$ cat config.mk
export PLATFORM = sky130hd
export DESIGN_NAME = dcc_top
export DESIGN_NICKNAME = d
export VERILOG_FILES = /design/src/dcc_pkg.sv /design/src/dcc_top.sv /design/src/dcc_sync.sv
export VERILOG_INCLUDE_DIRS = /design/src
export SDC_FILE = /design/constraint.sdc
export NUM_CORES = 1
export LEC_CHECK = 0
export ABC_CLOCK_PERIOD_IN_PS = 1470
export BUFFER_PORTS_ARGS = -buffer_cell sky130_fd_sc_hd__buf_2
export CAP_MARGIN = 20
export CORE_MARGIN = 2
export CORE_UTILIZATION = 35
export DETAILED_ROUTE_END_ITERATION = 8
export SETUP_SLACK_MARGIN = 0.2
export SLEW_MARGIN = 40
export SYNTH_ARGS = -nofsm -noshare
export SYNTH_HDL_FRONTEND = slang
export SYNTH_SLANG_ARGS = --single-unit
$ cat constraint.sdc
create_clock -name CORE_CLK -period 1.47 [get_ports CORE_CLK]
set_input_delay 0.441 -clock CORE_CLK [delete_from_list [all_inputs] [get_ports CORE_CLK]]
set_output_delay 0.441 -clock CORE_CLK [all_outputs]
set_load 0.01 [all_outputs]
$ cat src/dcc_consts.svh
// constants for the dual comparator control block
`ifndef DCC_CONSTS_SVH
`define DCC_CONSTS_SVH
// register offsets (8-bit index on the plain port)
`define DCC_OFS_CTRL0     8'h00
`define DCC_OFS_CTRL1     8'h01
`define DCC_OFS_IRQ_STAT  8'h02
`define DCC_OFS_IRQ_MASK  8'h03
`define DCC_OFS_SLEEP     8'h04
`define DCC_OFS_PORT_CFG  8'h05
// control register bit positions
`define DCC_BIT_ON        6
`define DCC_BIT_INV       5
`define DCC_BIT_RES       4
`define DCC_BIT_HYS       0
// reset values
`define DCC_CTRL_RST      8'h01
`define DCC_MASK_RST      2'h0
`define DCC_PORT_RST      8'h00
`endif

$ cat src/dcc_pkg.sv
// types for the dual comparator control block
package dcc_pkg;
    typedef struct packed {
        logic       on;
        logic       inv;
        logic       hys;
    } dcc_ctrl_t;
    typedef struct packed {
        logic [7:0] addr;
        logic [7:0] wdata;
        logic       wr;
        logic       rd;
    } dcc_bus_t;
    typedef enum logic [1:0] {
        DCC_AWAKE  = 2'h0,
        DCC_ASLEEP = 2'h1,
        DCC_WAKING = 2'h3
    } dcc_pwr_t;
endpackage : dcc_pkg

$ cat src/dcc_top.sv
// dual comparator control: registers, polarity, change interrupt, wake-up, pin controls
//
// Our own choices: the strobed register port and the register offsets.
`timescale 1ns/10ps
`include "dcc_consts.svh"
module dcc_top
    import dcc_pkg::*;
(
    input  wire logic       CORE_CLK,      // system clock, 10 MHz
    input  wire logic       RST,           // async reset, active high
    input  wire logic [7:0] ADDR,          // register index
    input  wire logic [7:0] WDATA,         // write data
    input  wire logic       WR,            // write strobe
    input  wire logic       RD,            // read strobe
    output logic      [7:0] RDATA,         // read data, cycle after RD
    input  wire logic [1:0] CMP_RAW,       // analog comparator outputs, async
    input  wire logic       CORE_SLEEP,    // core in sleep or idle mode
    output logic      [1:0] COMPARATOR_ON, // analog power enable per channel
    output logic      [1:0] HYSTERESIS_ON, // hysteresis enable per channel
    output logic      [1:0] PIN_OUT,       // result driven to shared pin
    output logic      [1:0] PIN_OE,        // shared pin output enable
    output logic      [1:0] PULLUP_OFF,    // force pull-highs off on inputs
    output logic      [1:0] PORT_RD_ZERO,  // port read forced to zero
    output logic            IRQ,           // level interrupt, unmasked flags
    output logic            WAKE_REQ       // wake-up request to core
);
    // ----------------------------------------------------------------
    // decode
    // ----------------------------------------------------------------
    dcc_bus_t   bus;
    dcc_ctrl_t  ctrl_ff [2];
    logic [1:0] result_ff;
    logic [1:0] sync_q;
    logic [1:0] nxt_result;
    logic [1:0] flag_ff;
    logic [1:0] mask_ff;
    logic [1:0] route_ff;
    logic [1:0] pctl_ff;
    logic [1:0] change;
    logic [1:0] flag_clr;
    logic [1:0] flag_set_wr;
    dcc_pwr_t   pwr_ff;

    assign bus.addr  = ADDR;
    assign bus.wdata = WDATA;
    assign bus.wr    = WR;
    assign bus.rd    = RD;

    // ----------------------------------------------------------------
    // per-channel datapath
    // ----------------------------------------------------------------
    genvar gi;
    generate
        for (gi = 0; gi < 2; gi++) begin : g_ch
            logic wr_ctrl;
            assign wr_ctrl = bus.wr && (bus.addr == (gi == 0 ? `DCC_OFS_CTRL0 : `DCC_OFS_CTRL1));

            dcc_sync u_sync (
                .CORE_CLK (CORE_CLK),
                .RST      (RST),
                .d_in     (CMP_RAW[gi]),
                .q_out    (sync_q[gi])
            );

            // result bit: forced low when off, inverted on request
            assign nxt_result[gi] = ctrl_ff[gi].on ? (sync_q[gi] ^ ctrl_ff[gi].inv) : 1'b0;
            // change on the internal bit only, regardless of pin routing
            assign change[gi] = nxt_result[gi] != result_ff[gi];

            always_ff @(posedge CORE_CLK or posedge RST) begin
                if (RST) begin
                    ctrl_ff[gi] <= '{on: 1'b0, inv: 1'b0, hys: 1'b1};
                end else if (wr_ctrl) begin
                    // only bits 6, 5 and 0 are writable
                    ctrl_ff[gi].on  <= bus.wdata[`DCC_BIT_ON];
                    ctrl_ff[gi].inv <= bus.wdata[`DCC_BIT_INV];
                    ctrl_ff[gi].hys <= bus.wdata[`DCC_BIT_HYS];
                end
            end

            // updates continue regardless of the sleep state
            always_ff @(posedge CORE_CLK or posedge RST) begin
                if (RST) begin
                    result_ff[gi] <= 1'b0;
                end else begin
                    result_ff[gi] <= nxt_result[gi];
                end
            end

            // flag: hardware set wins over software clear
            always_ff @(posedge CORE_CLK or posedge RST) begin
                if (RST) begin
                    flag_ff[gi] <= 1'b0;
                end else if (change[gi] || flag_set_wr[gi]) begin
                    flag_ff[gi] <= 1'b1;
                end else if (flag_clr[gi]) begin
                    flag_ff[gi] <= 1'b0;
                end
            end

            always_ff @(posedge CORE_CLK or posedge RST) begin
                if (RST) begin
                    COMPARATOR_ON[gi] <= 1'b0;
                    HYSTERESIS_ON[gi] <= 1'b1;
                    PULLUP_OFF[gi]    <= 1'b0;
                    PIN_OUT[gi]       <= 1'b0;
                    PIN_OE[gi]        <= 1'b0;
                    PORT_RD_ZERO[gi]  <= 1'b0;
                end else begin
                    COMPARATOR_ON[gi] <= ctrl_ff[gi].on;
                    HYSTERESIS_ON[gi] <= ctrl_ff[gi].hys;
                    PULLUP_OFF[gi]    <= ctrl_ff[gi].on;
                    PIN_OUT[gi]       <= result_ff[gi];
                    PIN_OE[gi]        <= route_ff[gi] && ctrl_ff[gi].on;
                    // port logic muxes zero when set, else its own data
                    PORT_RD_ZERO[gi]  <= ctrl_ff[gi].on && pctl_ff[gi];
                end
            end
        end
    endgenerate

    // ----------------------------------------------------------------
    // interrupt status, mask, routing
    // ----------------------------------------------------------------
    // write one clears; bits 7..6 of the status word let software preset flags
    assign flag_clr    = (bus.wr && bus.addr == `DCC_OFS_IRQ_STAT) ? bus.wdata[1:0] : 2'h0;
    assign flag_set_wr = (bus.wr && bus.addr == `DCC_OFS_IRQ_STAT) ? bus.wdata[7:6] : 2'h0;

    always_ff @(posedge CORE_CLK or posedge RST) begin
        if (RST) begin
            mask_ff <= `DCC_MASK_RST;
        end else if (bus.wr && bus.addr == `DCC_OFS_IRQ_MASK) begin
            mask_ff <= bus.wdata[1:0];
        end
    end

    always_ff @(posedge CORE_CLK or posedge RST) begin
        if (RST) begin
            route_ff <= 2'h0;
            pctl_ff  <= 2'h0;
        end else if (bus.wr && bus.addr == `DCC_OFS_PORT_CFG) begin
            route_ff <= bus.wdata[1:0];
            pctl_ff  <= bus.wdata[5:4];
        end
    end

    always_ff @(posedge CORE_CLK or posedge RST) begin
        if (RST) begin
            IRQ <= 1'b0;
        end else begin
            IRQ <= |(flag_ff & mask_ff);
        end
    end

    // ----------------------------------------------------------------
    // wake-up: a new flag rise while asleep on an enabled channel
    // ----------------------------------------------------------------
    // an already-set flag cannot rise again, which is how presetting blocks wake
    logic [1:0] rise;
    assign rise[0] = change[0] && !flag_ff[0] && ctrl_ff[0].on;
    assign rise[1] = change[1] && !flag_ff[1] && ctrl_ff[1].on;

    always_ff @(posedge CORE_CLK or posedge RST) begin
        if (RST) begin
            pwr_ff <= DCC_AWAKE;
        end else begin
            case (pwr_ff)
                DCC_AWAKE:  pwr_ff <= CORE_SLEEP ? DCC_ASLEEP : DCC_AWAKE;
                DCC_ASLEEP: begin
                    if (!CORE_SLEEP) begin
                        pwr_ff <= DCC_AWAKE;
                    end else if (|rise) begin
                        pwr_ff <= DCC_WAKING;
                    end
                end
                DCC_WAKING: pwr_ff <= CORE_SLEEP ? DCC_WAKING : DCC_AWAKE;
                default:    pwr_ff <= DCC_AWAKE;
            endcase
        end
    end

    always_ff @(posedge CORE_CLK or posedge RST) begin
        if (RST) begin
            WAKE_REQ <= 1'b0;
        end else begin
            WAKE_REQ <= (pwr_ff == DCC_ASLEEP && CORE_SLEEP && |rise) || (pwr_ff == DCC_WAKING && CORE_SLEEP);
        end
    end

    // ----------------------------------------------------------------
    // read path
    // ----------------------------------------------------------------
    function automatic logic [7:0] ctrl_word(dcc_ctrl_t c, logic r);
        logic [7:0] w;
        w = 8'h00;
        w[`DCC_BIT_ON]  = c.on;
        w[`DCC_BIT_INV] = c.inv;
        w[`DCC_BIT_RES] = r;
        w[`DCC_BIT_HYS] = c.hys;
        return w;
    endfunction : ctrl_word

    always_ff @(posedge CORE_CLK or posedge RST) begin
        if (RST) begin
            RDATA <= 8'h00;
        end else if (bus.rd) begin
            case (bus.addr)
                `DCC_OFS_CTRL0:    RDATA <= ctrl_word(ctrl_ff[0], result_ff[0]);
                `DCC_OFS_CTRL1:    RDATA <= ctrl_word(ctrl_ff[1], result_ff[1]);
                `DCC_OFS_IRQ_STAT: RDATA <= {6'h00, flag_ff};
                `DCC_OFS_IRQ_MASK: RDATA <= {6'h00, mask_ff};
                `DCC_OFS_SLEEP:    RDATA <= {6'h00, pwr_ff};
                `DCC_OFS_PORT_CFG: RDATA <= {2'h0, pctl_ff, 2'h0, route_ff};
                default:           RDATA <= 8'h00;
            endcase
        end else begin
            RDATA <= 8'h00;
        end
    end
endmodule : dcc_top

$ cat src/dcc_sync.sv
// three-stage synchroniser with agreement filter for one comparator output
`timescale 1ns/10ps
module dcc_sync (
    input  wire logic CORE_CLK, // system clock
    input  wire logic RST,      // async reset, active high
    input  wire logic d_in,     // asynchronous level
    output logic      q_out     // settled level
);
    logic s1_ff;
    logic s2_ff;
    logic s3_ff;
    always_ff @(posedge CORE_CLK or posedge RST) begin
        if (RST) begin
            s1_ff <= 1'b0;
            s2_ff <= 1'b0;
            s3_ff <= 1'b0;
            q_out <= 1'b0;
        end else begin
            s1_ff <= d_in;
            s2_ff <= s1_ff;
            s3_ff <= s2_ff;
            // only update once stages two and three agree
            if (s2_ff == s3_ff) begin
                q_out <= s3_ff;
            end
        end
    end
endmodule : dcc_sync

Word-level counts from Yosys, hierarchy flattened --
Cells that the tools add are included.
Storage, ports and cells: bits in registers 46, output and inout port bits 22, logic and storage cells 92
Cells by class: eq/ne operators 12, multiplexer cells 15, bitwise logic cells 3, reduce and logical (&&, ||, !) cells 27
Operators with widths (number):
- case mux 7 bit (6 select lines) | 1
- equality test 8 x 2 -> 1 bit (second input constant) | 2
- equality test 8 x 3 -> 1 bit (second input constant) | 2
- logical AND 1 bit | 16
- 2-to-1 mux 2 bit | 5
- equality test 8 x 1 -> 1 bit (second input constant) | 1
- logical NOT 8 bit | 1
- 2-to-1 mux 8 bit | 1
- 2-to-1 mux 1 bit | 7
- case mux 2 bit (3 select lines) | 1
- nonzero test 2 bit | 2
- OR reduction 2 bit | 2
- logical OR 1 bit | 3
- inequality test 3 bit (second input constant) | 1
- bitwise AND 2 bit | 1
- equality test 1 bit | 2
- equality test 2 x 1 -> 1 bit (second input constant) | 1
- equality test 2 bit (second input constant) | 1
- logical NOT 1 bit | 2
- logical NOT 2 bit | 1
- inequality test 1 bit | 2
- bitwise XOR 1 bit | 2

Depth between registers and ports, before layout --
Gate-level depths: netlist of run 1.
depth after elaboration 9, gate-level depth with buffers 6

Cells and area by module --
From an unflattened synthesis of run 1, not the netlist that was laid out.
Second synthesis, totals: cell total of the unflattened synthesis 130, area, all modules 1735.4 um^2
Modules (own cells, without submodules):
- dcc_top | instances 1, cells an instance 118, area each 1505.2 um^2
- dcc_sync | instances 2, cells an instance 6, area each 115.1 um^2

Least setup slack after synthesis of run 1 --
No wires, ideal clock.
path type input to register, from input ADDR[7], to register ctrl_ff[4] in the netlist's numbering, setup time 125 ps, data arrival time 1644 ps, path slack -299 ps, stages on the path 3, path through or4b_4 -> nor4b_4 -> mux2_2
On the way: longest elaborated chain between the ends 2
RTL lines:
- start, declared | RTL line dcc_top.sv:11 | input wire logic [7:0] ADDR,
- logical NOT 8 bit | RTL line dcc_top.sv:56 | assign wr_ctrl = bus.wr && (bus.addr == (gi == 0 ? `DCC_OFS_CTRL0 : `DCC_OFS_CTRL1));
- logical AND 1 bit | RTL line dcc_top.sv:56
- end signal, assigned by index | RTL line dcc_top.sv:72 | ctrl_ff[gi] <= '{on: 1'b0, inv: 1'b0, hys: 1'b1};
- end, declared | RTL line dcc_top.sv:31 | dcc_ctrl_t ctrl_ff [2];
Every way passes these cells. A chain may end at the register's enable or synchronous reset.

Final worst setup path of run 1 --
from input ADDR[7], to register ctrl_ff[2] in the netlist's numbering
On the way: longest elaborated chain between the ends 2
RTL lines (RTL line):
- equality test 8 x 1 -> 1 bit | dcc_top.sv:56
- logical AND 1 bit | dcc_top.sv:56
Every way passes these cells.

==> results.json, run 1 <==
{
  "post-dp-hpwl_mm": 2.67,
  "nets": 207,
  "first_pass_iters": 4,
  "power.leakage_nw": 1.14,
  "skew_ps": 7.01,
  "synth_top_cell_by_area": "dfrtp_1",
  "violations": "setup timing",
  "grt.overflow.total": 0,
  "pre_cts_slack_ps": -451,
  "final_antenna_net_count": 0,
  "drc": 0,
  "die_w_um": 74.3,
  "seq_power_share_pct": 55.1,
  "end_kind": "register",
  "gp_congestion": 0.839,
  "min_path_type": "in -> async",
  "cts_root_buf": "clkbuf_8",
  "fin_ws_ps": -130,
  "antenna_cells": 0,
  "vias_per_cell": 4.65,
  "path_max_fanout": 3,
  "row_count": 25,
  "h-tree-depth": 2,
  "status": "finished, violations left",
  "synth_cells": 128,
  "p_switching_w": 0.000547,
  "numPortBuffers": 39,
  "setup_viol": 14,
  "dp.cells": 242,
  "synth_edf_count": 0,
  "min_period_over_period_pct": 109,
  "ys.flop_type": "dfrtp_1",
  "p_sw_share_pct": 23.3,
  "start_kind": "input pin",
  "ir_drop_mv": 0.645,
  "arrival_ps": 1770,
  "drt-total-wl_mm": 3.54,
  "antenna_found_initial": 0,
  "grt_pass1_wl_mm": 5.64,
  "synth-seq-cells": 43,
  "period_minus_slack_ps": 1600,
  "critical_path_class": "in -> reg",
  "ys_top_cells_by_area": "dfrtp_1 56%, mux2_2 6.5%, dfstp_2 6.1%",
  "syn_area_um2": 1730,
  "critPathMaxStageDelay_ps": 590,
  "required_ps": 1640,
  "crit_slowest_cell": "or4b_4",
  "cts_buffers": 5,
  "start_util_pct": 36.4,
  "clk_latency_ps": 290,
  "layout-drive-gt1-share_pct": 49.2,
  "syn_area_per_cell_um2": 13.5,
  "core_area_um2": 4750,
  "fmax_mhz": 625,
  "layout.cells.non_filler": 252,
  "synth_cell_types": 37,
  "drtIter0Drc": 44,
  "clockBufferDepth": 2,
  "cp_cell_sequence": "buf_6 -> or4b_4 -> nor2_4 -> nand3_4 -> mux2_4",
  "cts_num_sinks": 43,
  "clock_power_share_pct": 34.3,
  "combPwrFrac_pct": 10.7,
  "grt_start_max_net_pins": 23,
  "cap_violations": 0,
  "die_y_um": 74.3,
  "track_usage_pct": 13.9,
  "first_global_vias": 1217,
  "via_count": 1173,
  "ys_seq_area_share_pct": 62.5,
  "dieArea_um2": 5520,
  "path_clk_slew_ps": 80,
  "area_delta_synth_final_pct": 32.0,
  "drv_slew": 0,
  "cts_tree": "done",
  "yosysTopAreaCellShare_pct": 56.4,
  "powerDensity_nw_per_um2": 1030,
  "ios": 45,
  "hold_viol": 0,
  "rsz0062_at_grt": "true",
  "yosys_warnings": 0,
  "routedWlPerCell_um": 14.1,
  "internal_power_w": 0.00180,
  "async_flop_share_pct": 100
}
[power by group through the flow]
stage	registers, W	clock network (W)	logic, W
2_1_floorplan	0.00130	0	0.000137
3_3_place_gp	0.00131	0	0.000225
3_5_place_dp	0.00131	0	0.000232
4_1_cts	0.00129	0.000830	0.000250
5_1_grt	0.00130	0.000869	0.000274
6_report	0.00129	0.000805	0.000251
[kinds of logic (layout without fill, tap and decap cells)]
group / count (synthesis) / after routing / share of synthesized area (%)
AO/OA/AOI/OAI: 13 / 13 / 5.06
XOR/XNOR: 5 / 5 / 2.53
adder cells (fa/ha/maj): 2 / 2 / 1.16
buffers and inverters: 12 / 67 / 3.76
flip-flops: 43 / 43 / 62.5
multiplexers: 17 / 17 / 11.5
other: 1 / 3 / 0.217
AND/OR/NAND/NOR: 35 / 35 / 13.3
[worst paths after layout]
path,from,end,slack (ps),cells past startpoint
setup / recovery,ADDR[7],ctrl_ff[2],-130,5
hold / removal,RST,flag_ff[0],120,2
setup reg to reg,g_ch[0].u_sync.q_out,WAKE_REQ,70,4
hold reg to reg,g_ch[0].u_sync.s1_ff,g_ch[0].u_sync.s2_ff,350,0
max in group asynchronous,RST,ctrl_ff[0],850,3
min in group CORE_CLK,CMP_RAW[1],g_ch[1].u_sync.s1_ff,260,1
[cells in the mapped netlist (2+ instances only)]
library cell,number
a31oi_1,5
o21ai_0,2
mux2_1,3
inv_1,4
nor2b_1,2
nor4b_4,2
nand2_1,8
maj3_1,2
xnor2_1,2
and2_1,5
mux2i_1,3
nor3_1,2
mux2_2,10
dfrtp_1,39
dfstp_2,4
nor4_1,2
nor2_1,4
xor2_1,3
nand3_1,4
buf_4,5
[worst max-delay path: cells and delay by family]
kind,cells,cell delay [ps]
simple gates,3,930
mux,1,310
buf+inv,1,90
[flip-flops by register name (all words and copies together) (netlist names)]
signal and count:
pctl_ff 2, pwr_ff 2, HYSTERESIS_ON 2, mask_ff 2, PIN_OUT 2, IRQ 1, PULLUP_OFF 2, RDATA 5
g_ch.u_sync.s3_ff 2, result_ff 2, WAKE_REQ 1, ctrl_ff 6, g_ch.u_sync.q_out 2, PORT_RD_ZERO 2, PIN_OE 2, g_ch.u_sync.s1_ff 2
route_ff 2, flag_ff 2, g_ch.u_sync.s2_ff 2
[routing by layer]
layer  share of wire, %  vias to the layer above  track usage [%]
li1                   -                      548                -
met2                 51                       41             22.4
met5                  0                        -                0
met3                5.8                        7             4.07
met4                1.4                        0             5.36
met1                 41                      577             17.8
[layout by cell type (no fill, tap or decap), types with 3 or more instances in the layout]
master	count
inv_1	3
dfrtp_1	39
buf_6	3
buf_2	36
dfstp_2	4
mux2_4	4
a31oi_1	5
nor2_1	4
xor2_1	3
conb_1	3
nand2_1	8
buf_4	15
mux2_2	9
clkbuf_8	7
and2_1	5
mux2i_1	3
[repair_timing]
action,CTS,global route
gates resized for setup,13,1
hold buffers,0,0
pin swaps,8,3
buffers inserted,1,1
setup endpoints to repair,19,24
[stage by stage]
stage          TNS [ps]  util, %  hold slack (ps)  area (um^2)  power, W
2_1_floorplan     -3410        -              331         1760   0.00144
3_3_place_gp      -5930     44.1              334         2100   0.00154
3_5_place_dp      -6160     44.1              336         2100   0.00155
6_report          -1410     48.1              118         2280   0.00235
4_1_cts           -1350     47.8              123         2270   0.00237
5_1_grt           -1830     48.1              129         2280   0.00245
[area by class of cell]
cell class,count,area [um^2]
well taps,67,83.8
flip-flops and latches,43,1080
multi-input cells,75,654
clock buffers,8,100
inverters,4,18.8
fillers,445,2470
repair buffers,55,347
Note: power is estimated with default switching activity, not from simulation.
==> run 2: changes to the inputs <==
- CORE_UTILIZATION: 35 -> 43
- CTS_CLUSTER_DIAMETER: default -> 200
- PLACE_DENSITY: default -> 0.7
==> results.json, run 2 (synthesis results as in run 1) <==
{
  "regToRegStartpoint": "ctrl_ff[4]",
  "mostFrequentLayoutCells": "39 x dfrtp_1, 35 x buf_2, 13 x buf_4",
  "drtIter0Drc": 57,
  "end_kind": "register",
  "largest_reg_flops": 6,
  "core_area_um2": 3940,
  "clk_latency_ps": 290,
  "numPortBuffers": 39,
  "drt-total-wl_mm": 3.37,
  "post-dp-hpwl_mm": 2.58,
  "clockBufferDepth": 2,
  "first_pass_iters": 4,
  "via_count": 1125,
  "top_register": "ctrl_ff",
  "first_global_vias": 1104,
  "routedWlPerCell_um": 14.4,
  "cts_buffers": 5,
  "top_regs": "ctrl_ff (6), RDATA (5)",
  "cp_cell_sequence": "buf_6 -> or4b_4 -> nor4b_4 -> mux2_2",
  "track_usage_pct": 15.9,
  "status": "finished, violations left",
  "crit_slowest_cell": "or4b_4",
  "seq_power_share_pct": 55.2,
  "drv_slew": 0,
  "row_count": 23,
  "ff2ff_path_depth": 4,
  "antenna_cells": 0,
  "layout-drive-gt1-share_pct": 50.0,
  "fin_ws_ps": -173,
  "cap_violations": 0,
  "cts_root_buf": "clkbuf_8",
  "antenna_found_initial": 0,
  "powerDensity_nw_per_um2": 1020,
  "gp_congestion": 0.824,
  "critPathMaxStageDelay_ps": 590,
  "vias_per_cell": 4.81,
  "internal_power_w": 0.00181,
  "min_period_over_period_pct": 112,
  "combPwrFrac_pct": 10.9,
  "arrival_ps": 1820,
  "skew_ps": 6.22,
  "drc": 0,
  "ios": 45,
  "p_switching_w": 0.000538,
  "grt_start_max_net_pins": 22,
  "fmax_mhz": 609,
  "critPathLaunch": "ADDR[7]",
  "hold_buffers": 0,
  "p_sw_share_pct": 23.0,
  "start_util_pct": 43.9,
  "path_max_fanout": 3,
  "die_y_um": 67.4,
  "start_kind": "input pin",
  "required_ps": 1650,
  "finalPower_w": 0.00234,
  "area_delta_synth_final_pct": 32.2,
  "period_minus_slack_ps": 1640,
  "final_cell_area_um2": 2290,
  "setup_viol": 14,
  "power.leakage_nw": 1.14,
  "rsz0062_at_grt": "true",
  "final_common_cell": "dfrtp_1",
  "cts_num_sinks": 43,
  "violations": "setup timing",
  "die_w_um": 67.4,
  "nets": 206,
  "grt.overflow.total": 0,
  "critical_path_class": "in -> reg",
  "place_area_um2": 2070,
  "h-tree-depth": 2,
  "min_path_type": "in -> async",
  "path_clk_slew_ps": 80,
  "grt_pass1_wl_mm": 5.15,
  "final_antenna_net_count": 0,
  "clock_power_share_pct": 33.9,
  "ir_drop_mv": 0.818,
  "hold_viol": 0,
  "dieArea_um2": 4550,
  "cts_tree": "done"
}
==> run 2: cell count changes in the layout (fill, tap and decap cells not counted), sizes merged <==
| cell | change |
|---|---|
| buf | -1 |
| clkinvlp | +1 |
| clkbuf | -1 |
==> run 2: worst max-delay path, delay by kind of cell <==
kind          cells  cell delay [ps]
mux               1              370
buf+inv           1               90
simple gates      2              920
==> run 2: path summary, 6_finish.rpt <==
| path | end | slack (ps) |
|---|---|---|
| min | flag_ff[1] | 130 |
| max in group asynchronous | g_ch[0].u_sync.s3_ff | 920 |
| min reg2reg | g_ch[1].u_sync.s2_ff | 360 |
| max reg2reg | WAKE_REQ | 90 |
| max | ctrl_ff[5] | -170 |
| min in group CORE_CLK | g_ch[0].u_sync.s1_ff | 260 |
==> run 2: timing repair <==
| action | CTS | global route |
|---|---|---|
| setup endpoints to repair | 18 | 26 |
| buffers inserted | 2 | 1 |
| pin swaps | 7 | 5 |
| gates resized for setup | 12 | 5 |
==> run 2: power by group through the flow <==
stage          clock, W  combinational [W]  sequential (W)
3_5_place_dp          0           0.000229         0.00131
6_report       0.000795           0.000256         0.00129
4_1_cts        0.000820           0.000250         0.00129
5_1_grt        0.000871           0.000279         0.00130
2_1_floorplan         0           0.000137         0.00130
3_3_place_gp          0           0.000224         0.00131
==> run 2: through the flow <==
step | utilization, % | cells | setup slack, ps | hold slack [ps] | TNS, ps
final | 58.0 | 234 | -173 | 126 | -1780
after global routing | 58.0 | 234 | -194 | 139 | -1970
after CTS | 57.3 | 233 | -168 | 132 | -1430
after detailed placement | 52.6 | 223 | -483 | 336 | -6090
after global placement | 52.6 | 223 | -441 | 336 | -5770
after floorplan | - | 130 | -299 | 331 | -3410
==> run 2: metal layers <==
metal  track usage, %  part of all wire [%]  vias up
met5                0                     0        -
met4             6.12                   1.0        0
met3             4.00                   5.2        5
met2             26.1                    51       34
met1             20.2                    42      541
li1                 -                     -      545
==> run 2: layout make-up <==
cell class	instances	area [um^2]
clock buffers	7	96.3
clock inverters	1	7.51
fillers	317	1650
inverters	4	18.8
multi-input cells	75	664
flip-flops and latches	43	1080
well taps	50	62.6
repair buffers	54	358
